==> src/hw/bus_release_params.svh <==
// Constants of the memory bus release handshake: widths, timing figures and counts.
// Assumes the CPU clock period P equals the block clock period.
// Functional notes
// - Wait four periods before floating the bus.
// - Grant low within two periods of floating.
// - Redrive bus three to seven periods after release.
// - Grant high within two periods of redrive.
// - Pending transactions finish before the grant.
// - Priority set: eight SDRAM accesses before grant.
// - Ready-extended async access finishes before grant.
// - Idle bus releases with least delay.
// - Inhibit set: never release, never grant.
// - Released set covers strobes, enables, data, address.
`ifndef BUS_RELEASE_PARAMS_SVH
`define BUS_RELEASE_PARAMS_SVH

// Pin group widths of the external memory interface.
`define CE_W 4
`define BE_W 4
`define DATA_W 32
`define ADDR_W 20

// Clock periods in ns; the CPU period P is the unit of HIZ_MIN_P, RESUME_MIN_P and RESUME_MAX_P below.
`define CPU_PERIOD_NS 5
`define CLK_PERIOD_NS 5

// Least time from request low to high impedance, in P.
`define HIZ_MIN_P 4
// Least and longest time from request high to redrive, in P.
`define RESUME_MIN_P 3
`define RESUME_MAX_P 7

// Cycle counts derived from the figures; a least time rounds up.
`define HIZ_MIN_CYC ((`HIZ_MIN_P * `CPU_PERIOD_NS + `CLK_PERIOD_NS - 1) / `CLK_PERIOD_NS)
`define RESUME_MIN_CYC ((`RESUME_MIN_P * `CPU_PERIOD_NS + `CLK_PERIOD_NS - 1) / `CLK_PERIOD_NS)
`define RESUME_MAX_CYC ((`RESUME_MAX_P * `CPU_PERIOD_NS) / `CLK_PERIOD_NS)
// Synchroniser plus agreement register take three to four cycles, so one extra wait lands inside the window.
`define SYNC_LAT_CYC 3
`define RESUME_WAIT_CYC (`RESUME_MIN_CYC - `SYNC_LAT_CYC + 1)

// Consecutive SDRAM accesses owed when burst priority is set.
`define BURST_MIN_ACC 8
`define CNT_W 4

`endif

==> src/hw/bus_release_pkg.sv <==
// Types shared by the memory bus release handshake.
// Assumes bus_release_params.svh supplies the widths.
`include "bus_release_params.svh"
`default_nettype none

package bus_release_pkg;

  // Handshake states from owning the bus to having lent it out and back.
  typedef enum logic [2:0] {
    OWNED,
    DRAINING,
    FLOATING,
    RELEASED,
    RESUMING,
    REDRIVE
  } release_state_e;

  // Every pin of the memory interface that is floated while the bus is lent out.
  typedef struct packed {
    logic [`CE_W-1:0] chip_enable_n;
    logic [`BE_W-1:0] byte_enable_n;
    logic [`DATA_W-1:0] memory_data_bus;
    logic [`ADDR_W-1:0] memory_word_address;
    logic async_read_strobe_n;
    logic async_output_enable_n;
    logic async_write_strobe_n;
    logic column_strobe_or_burst_addr_strobe;
    logic row_strobe_or_burst_output_enable;
    logic sync_write_enable_n;
    logic precharge_address_bit;
  } mem_bus_s;

endpackage

`default_nettype wire

==> src/hw/request_sync.sv <==
// Three-stage synchroniser with agreement filter for a pin input.
// Assumes the input may change at any time relative to clk.
`include "bus_release_params.svh"
`default_nettype none

module request_sync (
  input wire logic clk, // Block clock.
  input wire logic nrst, // Asynchronous reset, active low.
  input wire logic ce, // Clock enable; state freezes while low.
  input wire logic pin_in, // Raw asynchronous pin level.
  output logic level // Filtered level, from a flip-flop.
);

  logic [2:0] stage; // Stage 0 is read only by stage 1.
  logic [2:0] next_stage; // Next shift value.
  logic next_level; // Next agreed level.

  // Shift the pin in and accept a change once stages 1 and 2 agree.
  always_comb begin
    next_stage = {stage[1:0], pin_in};
    next_level = level;
    if (stage[1] == stage[2]) begin
      next_level = stage[2];
    end
  end

  // Registers idle high, the inactive level of an active-low request.
  always_ff @(posedge clk or negedge nrst) begin
    if (!nrst) begin
      stage <= 3'h7;
      level <= 1'b1;
    end else if (ce) begin
      stage <= next_stage;
      level <= next_level;
    end
  end

endmodule // request_sync

`default_nettype wire

==> src/hw/memory_bus_release_handshake.sv <==
// Lends the external memory interface to an outside master and takes it back.
// Assumes the memory controller reports busy, ready-extended and SDRAM access
// activity on clk, and honours stall_new_access by starting nothing new.
`include "bus_release_params.svh"
`default_nettype none

module memory_bus_release_handshake
  import bus_release_pkg::*;
(
  input wire logic clk, // Block clock, 200 MHz.
  input wire logic nrst, // Asynchronous reset, active low.
  input wire logic ce, // Clock enable; all state freezes while low.
  input wire logic bus_release_request_n, // Release request pin from the outside master.
  input wire logic grant_inhibit, // When high the bus is never lent out.
  input wire logic eight_access_burst_priority, // When high an SDRAM streak earns eight accesses.
  input wire logic mem_busy, // A memory transaction is in progress.
  input wire logic async_ready_input_stall, // An async access is extended by its ready input.
  input wire logic sdram_streak, // SDRAM accesses are running back to back.
  input wire logic sdram_access_done, // Pulse per completed SDRAM read or write.
  input wire mem_bus_s core_bus, // Pin values the controller wants to drive.
  input wire logic core_data_drive, // Controller drives the data bus (write).
  output mem_bus_s mem_pins, // Registered pin values.
  output logic bus_oe, // Enable for every control and address pin.
  output logic data_oe, // Enable for the data bus pins.
  output logic stall_new_access, // Asks the controller to start nothing new.
  output logic bus_release_grant_n // Release grant pin, active low.
);

  release_state_e state; // Handshake state.
  release_state_e next_state; // Next handshake state.
  logic [`CNT_W-1:0] wait_cnt; // Down counter for the minimum waits.
  logic [`CNT_W-1:0] next_wait_cnt; // Next wait count.
  logic [`CNT_W-1:0] burst_cnt; // SDRAM accesses done while draining.
  logic [`CNT_W-1:0] next_burst_cnt; // Next burst count.
  logic burst_owed; // An SDRAM streak still owes accesses.
  logic next_burst_owed; // Next burst owed flag.
  logic next_bus_oe; // Next pin enable.
  logic next_grant_n; // Next grant level.
  logic next_data_drive; // Next data drive request.
  logic data_drive; // Registered data drive request.
  logic req_n; // Synchronised request, active low.
  logic bus_quiet; // Nothing pending on the memory bus.

  // The request pin crosses into clk before any decision looks at it.
  request_sync u_request_sync (
    .clk(clk),
    .nrst(nrst),
    .ce(ce),
    .pin_in(bus_release_request_n),
    .level(req_n)
  );

  // Both ordinary and ready-extended accesses must be finished.
  assign bus_quiet = !mem_busy && !async_ready_input_stall;

  // While draining, new work is held off unless an SDRAM streak is still owed accesses.
  assign stall_new_access = (state != OWNED) && !burst_owed;

  // Data pins float whenever the whole bus is floated.
  assign data_oe = bus_oe && data_drive;

  // Next state and counters of the handshake.
  always_comb begin
    next_state = state;
    next_wait_cnt = wait_cnt;
    next_burst_cnt = burst_cnt;
    next_burst_owed = burst_owed;
    next_bus_oe = bus_oe;
    next_grant_n = bus_release_grant_n;
    if (wait_cnt != '0) begin
      next_wait_cnt = wait_cnt - `CNT_W'(1);
    end
    unique case (state)
      OWNED: begin
        // Inhibit keeps the bus here however long the request stays low.
        if (!req_n && !grant_inhibit) begin
          next_state = DRAINING;
          next_wait_cnt = `CNT_W'(`HIZ_MIN_CYC - 1);
          next_burst_cnt = '0;
          next_burst_owed = eight_access_burst_priority && sdram_streak;
        end
      end
      DRAINING: begin
        if (sdram_access_done && burst_owed) begin
          next_burst_cnt = burst_cnt + `CNT_W'(1);
          if (burst_cnt == `CNT_W'(`BURST_MIN_ACC - 1)) begin
            next_burst_owed = 1'b0;
          end
        end
        if (req_n || grant_inhibit) begin
          // Request withdrawn or inhibited before release: keep the bus.
          next_state = OWNED;
          next_burst_owed = 1'b0;
        end else if (wait_cnt == '0 && bus_quiet && !burst_owed) begin
          next_state = FLOATING;
          next_bus_oe = 1'b0;
        end
      end
      FLOATING: begin
        // Grant follows the floated bus by one cycle.
        next_state = RELEASED;
        next_grant_n = 1'b0;
      end
      RELEASED: begin
        if (req_n) begin
          next_state = RESUMING;
          next_wait_cnt = `CNT_W'(`RESUME_WAIT_CYC - 1);
        end
      end
      RESUMING: begin
        if (wait_cnt == '0) begin
          next_state = REDRIVE;
          next_bus_oe = 1'b1;
        end
      end
      REDRIVE: begin
        // Grant withdrawn one cycle after the pins are driven again.
        next_state = OWNED;
        next_grant_n = 1'b1;
      end
    endcase
  end

  // Handshake registers; the grant comes out of reset high.
  always_ff @(posedge clk or negedge nrst) begin
    if (!nrst) begin
      state <= OWNED;
      wait_cnt <= '0;
      burst_cnt <= '0;
      burst_owed <= 1'b0;
      bus_oe <= 1'b1;
      bus_release_grant_n <= 1'b1;
    end else if (ce) begin
      state <= next_state;
      wait_cnt <= next_wait_cnt;
      burst_cnt <= next_burst_cnt;
      burst_owed <= next_burst_owed;
      bus_oe <= next_bus_oe;
      bus_release_grant_n <= next_grant_n;
    end
  end

  // Pin values are registered so the pads see clean flip-flop outputs.
  always_comb begin
    next_data_drive = core_data_drive;
  end

  // Pin value registers; reset shows every strobe inactive.
  always_ff @(posedge clk or negedge nrst) begin
    if (!nrst) begin
      mem_pins <= '1;
      data_drive <= 1'b0;
    end else if (ce) begin
      mem_pins <= core_bus;
      data_drive <= next_data_drive;
    end
  end

  // Helper: cycles spent draining, for the minimum wait check.
  logic [`CNT_W-1:0] drain_age;
  always_ff @(posedge clk or negedge nrst) begin
    if (!nrst) begin
      drain_age <= '0;
    end else if (ce) begin
      if (state != DRAINING) begin
        drain_age <= '0;
      end else if (drain_age != '1) begin
        drain_age <= drain_age + `CNT_W'(1);
      end
    end
  end
endmodule // memory_bus_release_handshake

`default_nettype wire

==> config.mk <==
export PLATFORM = sky130hd
export DESIGN_NAME = memory_bus_release_handshake
export DESIGN_NICKNAME = d
export VERILOG_FILES = /design/src/hw/bus_release_pkg.sv /design/src/hw/request_sync.sv /design/src/hw/memory_bus_release_handshake.sv
export VERILOG_INCLUDE_DIRS = /design/src /design/src/hw
export SDC_FILE = /design/constraint.sdc
export NUM_CORES = 1
export LEC_CHECK = 0
export BUFFER_PORTS_ARGS = -buffer_cell sky130_fd_sc_hd__buf_2
export CAP_MARGIN = 20
export CORE_MARGIN = 2
export CORE_UTILIZATION = 52
export CTS_CLUSTER_SIZE = 12
export DETAILED_ROUTE_END_ITERATION = 10
export PLACE_DENSITY = 0.87
export SLEW_MARGIN = 5
export SYNTH_ARGS = -nofsm -noshare
export SYNTH_HDL_FRONTEND = slang
export SYNTH_HIERARCHICAL = 1
export SYNTH_SLANG_ARGS = --single-unit
export TNS_END_PERCENT = 100
==> constraint.sdc <==
create_clock -name clk -period 2.6 [get_ports clk]
set_clock_uncertainty 0.15 [all_clocks]
set_input_delay 0.26 -clock clk [delete_from_list [all_inputs] [get_ports clk]]
set_output_delay 0.26 -clock clk [all_outputs]
set_load 0.1 [all_outputs]
### Word-level counts from Yosys, hierarchy flattened

Cells that the tools add are included.

* bits in registers: 86
* bits in latches: 0
* bits in writable memories: 0
* memory bits (read-only): 0
* input bits: 78
* output and inout port bits: 71
* word-level logic and storage cells: 88
* memories kept: 0

* add/subtract/negate cells: 2
* $mul: 0
* div/mod/pow operators: 0
* order comparisons: 0
* equal/unequal tests: 16
* shifts and indexed selects: 0
* multiplexer cells: 23
* bitwise gates (word level): 0
* reduce and logical (&&, ||, !) cells: 27

Operators by type and width (count)
* $mux W4: 5
* $pmux W3 S6: 1
* $pmux W4 S2: 2
* $mux W3: 5
* $reduce_and A5 Y1: 3
* $ne A2 B2 Y1 const B: 5
* $ne A3 B3 Y1 const B: 3
* $logic_and A1 B1 Y1: 8
* $mux W1: 7
* $eq A3 B2 Y1 const B: 2
* $eq A3 B3 Y1 const B: 2
* $pmux W1 S2: 3
* $reduce_bool A2 Y1: 3
* $logic_not A1 Y1: 5
* $add A4 B1 Y4 const B: 1
* $eq A4 B3 Y1 const B: 1
* $logic_not A4 Y1: 1
* $reduce_and A2 Y1: 2
* $reduce_and A4 Y1: 1
* $reduce_bool A4 Y1: 1
* $sub A4 B1 Y4 const B: 1
* $eq A3 B1 Y1 const B: 1
* $logic_not A3 Y1: 1
* $reduce_bool A3 Y1: 1
* 3 further kinds: 3

### Logic depth before layout (Yosys ltp)

* word-level depth: 7
* gate-level depth with buffers: 6
* mapped depth without buffers: 6

### Hierarchy

The synthesis kept the hierarchy.

Modules (own cells, without submodules)
* memory_bus_release_handshake: times used 1, cells each 242, area each 3477.1 sq um, sequential area each 2138.3 sq um
* request_sync: times used 1, cells each 12, area each 160.2 sq um, sequential area each 105.1 sq um

### Worst setup path after synthesis

OpenSTA, ideal clock, no wires.

* kind: reg-to-output
* start point: register state[1]
* end point: output port stall_new_access
* data arrival time: 1.796 ns
* required time: 2.190 ns
* path slack: 0.394 ns
* cell stages (with the launch flop): 4
* path buffers: 1
* cells stage by stage: dfrtp_1 -> buf_12 -> nor3_2 -> nor2_1

* word-level cells in the longest chain between the ends: 2

Ends and longest elaborated chain
* from (decl): RTL line memory_bus_release_handshake.sv:29 `release_state_e state;`
* from (signal assigned): RTL line memory_bus_release_handshake.sv:134 `state <= next_state;`
* $reduce_bool A3 Y1: RTL line memory_bus_release_handshake.sv:57 `assign stall_new_access = (state != OWNED) && !burst_owed;`
* $logic_and A1 B1 Y1: RTL line memory_bus_release_handshake.sv:57
* to (decl): RTL line memory_bus_release_handshake.sv:25 `output logic stall_new_access,`

Every way passes these cells.

### Worst setup path after layout

* start point: register state[2]
* end point: output port stall_new_access

Same word-level chain as after synthesis.

==> results.sh <==
export IMPL_status="completed"
export IMPL_cts_resized=0
export IMPL_netlist_top_cells_area="dfstp_2 (53%), mux2_2 (22%), dfrtp_1 (8.9%)"
export IMPL_portBuffers=148
export IMPL_netlist_instances=254
export IMPL_worstSetupStartpoint="state[2]"
export IMPL_synth_most_common_cell="dfstp_2"
export IMPL_coreArea_sq_mm=0.00679
export IMPL_final_nets=545
export IMPL_area_growth_pct=45.5
export IMPL_maxSlewViolCount=0
export IMPL_period_share_pct=77.1
export IMPL_ys_warn_count=6
export IMPL_die_h_microns=87.6
export IMPL_p_int_w=0.00257
export IMPL_clk_latency_ns=0.34
export IMPL_overflow=0
export IMPL_critPathKind="flop to output pin"
export IMPL_synth_top_area_share_pct=52.7
export IMPL_postCtsSetupRepairBufs=0
export IMPL_drive_gt1_share_pct=67.7
export IMPL_swShare_pct=42.1
export IMPL_vias=2875
export IMPL_wl_per_cell_microns=16.1
export IMPL_antenna_found_initial=0
export IMPL_gp_congestion=0.849
export IMPL_initial_utilization_pct=53.5
export IMPL_vdd_drop_max_mv=0.518
export IMPL_wirelength_microns=9120
export IMPL_syn_num_nets=334
export IMPL_die_w_microns=87.6
export IMPL_yosys_top_cells_count="dfstp_2 (73), mux2_2 (70), dfrtp_1 (13), nand2_1 (13)"
export IMPL_cts_buffer_depth=2
export IMPL_critPathRequiredTime_ns=2.19
export IMPL_tns_ns=0
export IMPL_yosysUniqueCellTypes=40
export IMPL_tightest_slew_ns=0.828
export IMPL_grt_setup_unrepaired="no"
export IMPL_grt_pass1_vias=3034
export IMPL_synth_area_sq_mm=0.00364
export IMPL_grtUsageTotal_pct=23.9
export IMPL_timing_slew_headroom_pct=44.8
export IMPL_vias_per_cell=5.08
export IMPL_cap_violations=0
export IMPL_ant_nets=0
export IMPL_worstSetupEndpointType="output pin"
export IMPL_dp_cells=487
export IMPL_first_iter_violations=143
export IMPL_cts_tree="done"
export IMPL_p_sw_w=0.00187
export IMPL_final_util_pct=77.9
export IMPL_fp_dieArea_sq_mm=0.00768
export IMPL_syn_area_per_cell_sq_um=14.3
export IMPL_ys_seq_area_share_pct=61.7
export IMPL_clkPwrFrac_pct=23.1
export IMPL_pwr_share_seq_pct=39.9
export IMPL_critPathLaunchType="flop"
export IMPL_finalHoldViolCount=0
export IMPL_r2r_cells=6
export IMPL_clk_pin_slew_worst_paths_ns=0.08
export IMPL_power_leakage_nw=2.39
export IMPL_pin_count=149
export IMPL_r2r_end="state[0]"
export IMPL_endpoint="stall_new_access"
export IMPL_drt_pass1_iter_count=4
export IMPL_synth_largest_area_cell="dfstp_2"
export IMPL_yosys_register_bits=86
export IMPL_stdcell_count=566
export IMPL_n_fill_cell=404
export IMPL_comb_power_share_pct=37.0
export IMPL_synthArstFlopShare_pct=100
export IMPL_hp_class="input pin to flop"
export IMPL_synthFlopType="dfstp_2"
export IMPL_fmax_mhz=499
export IMPL_synth_edf_count=0
export IMPL_root_buffer="clkbuf_8"
export IMPL_cts_htree_levels=3
export IMPL_cts_sinks=86
export IMPL_arrival_ns=1.60
export IMPL_drc=0
export IMPL_hpwl_microns=5350
export IMPL_num_rows=30
export IMPL_finalCriticalPeriod_ns=2.01
export IMPL_n_antenna_cell=0
export IMPL_finalSetupViolations=0
export IMPL_grt_pass1_wl_microns=14000
export IMPL_reg2reg_slack_ns=0.61
export IMPL_powerDensity_mw_per_mm2=838
export IMPL_grt_max_degree=68
export IMPL_cts_inserted_buffers=9
export IMPL_r2r_start="wait_cnt[0]"
export IMPL_cp_max_fo=11
kinds of logic after synthesis:
group	count (synthesis)	share of synthesized area, %
fa+ha+maj	2	0.688
mux	70	21.7
flops	86	61.7
simple gates	44	6.78
buf+inv	19	3.34
compound gates	33	5.85
cell usage in the layout (no fill, tap or decap), types with 2 or more instances in the layout:
master	n
a21oi_1	9
buf_2	146
buf_4	4
clkbuf_8	10
clkinv_4	2
dfrtp_1	13
dfstp_2	73
dlygate4sd3_1	63
ha_1	2
inv_1	5
mux2_2	70
nand2_1	13
nand2b_1	2
nand3_1	3
nand4_1	2
nor2_1	6
nor3_1	5
o21ai_0	9
o21ai_1	4
o22a_1	2
o2bb2ai_1	2
registers in the layout, indices dropped and copies added, names as in the netlist:
name                  flops
mem_pins                 67
burst_cnt                 4
wait_cnt                  4
state                     3
u_request_sync/stage      3
burst_owed                1
bus_oe                    1
bus_release_grant_n       1
data_drive                1
u_request_sync/level      1
worst min-delay path by stage:
| stage | from | endpoint | slack [ns] | cells after the start |
|---|---|---|---|---|
| 2_1_floorplan | nrst | burst_cnt[0] | -0.19 | 0 |
| 3_3_place_gp | nrst | burst_cnt[0] | 0.25 | 1 |
| 3_5_place_dp | nrst | burst_cnt[0] | 0.25 | 1 |
| 4_1_cts | core_bus[27] | mem_pins[27] | 0.00006 | 2 |
| 5_1_grt | core_bus[22] | mem_pins[22] | 0.006 | 2 |
| 6_report | core_bus[58] | mem_pins[58] | 0.008 | 2 |
stage by stage:
step	power (W)	hold slack, ns	instance area (sq um)	worst slack [ns]
after floorplan	0.00310	-0.186	3640	0.394
after global placement	0.00329	0.247	4440	0.775
after detailed placement	0.00334	0.253	4440	0.695
after CTS	0.00443	0.0000626	5250	0.576
after global routing	0.00462	0.00557	5290	0.465
final	0.00443	0.00797	5290	0.595
layer usage:
layer	up-vias	global-route usage, %	wire length (microns)
met4	0	11.0	223
met3	23	5.37	487
li1	1331	-	-
met5	-	0	0
met1	1403	25.5	3300
met2	118	44.6	5100
power by group through the flow:
stage	Clock (W)	Combinational (W)	Sequential [W]
after global routing	0.00111	0.00172	0.00180
after detailed placement	0	0.00156	0.00178
after floorplan	0	0.000508	0.00259
after global placement	0	0.00152	0.00177
final	0.00102	0.00164	0.00177
after CTS	0.00104	0.00163	0.00176
repair_timing:
action | CTS | global route
setup endpoints to repair | 0 | 0
endpoints found under the hold margin | 71 | 4
hold buffers | 59 | 4
critical path, stage by stage (launching register included):
cell and delay (ns):
dfrtp_1 0.56, nor3_2 0.13, nor2_1 0.12, buf_2 0.44
cell type report:
| cell class | count | area [sq um] | share of cell area (%) |
|---|---|---|---|
| multi-input combinational | 149 | 1270 | 24.0 |
| clock inverter | 5 | 63.8 | 1.21 |
| inverter | 5 | 18.8 | 0.355 |
| timing repair buffer | 214 | 1410 | 26.7 |
| tap | 96 | 120 | 2.27 |
| clock buffer | 11 | 163 | 3.07 |
| sequential | 86 | 2240 | 42.4 |
Power figures use the tool's default switching activity.
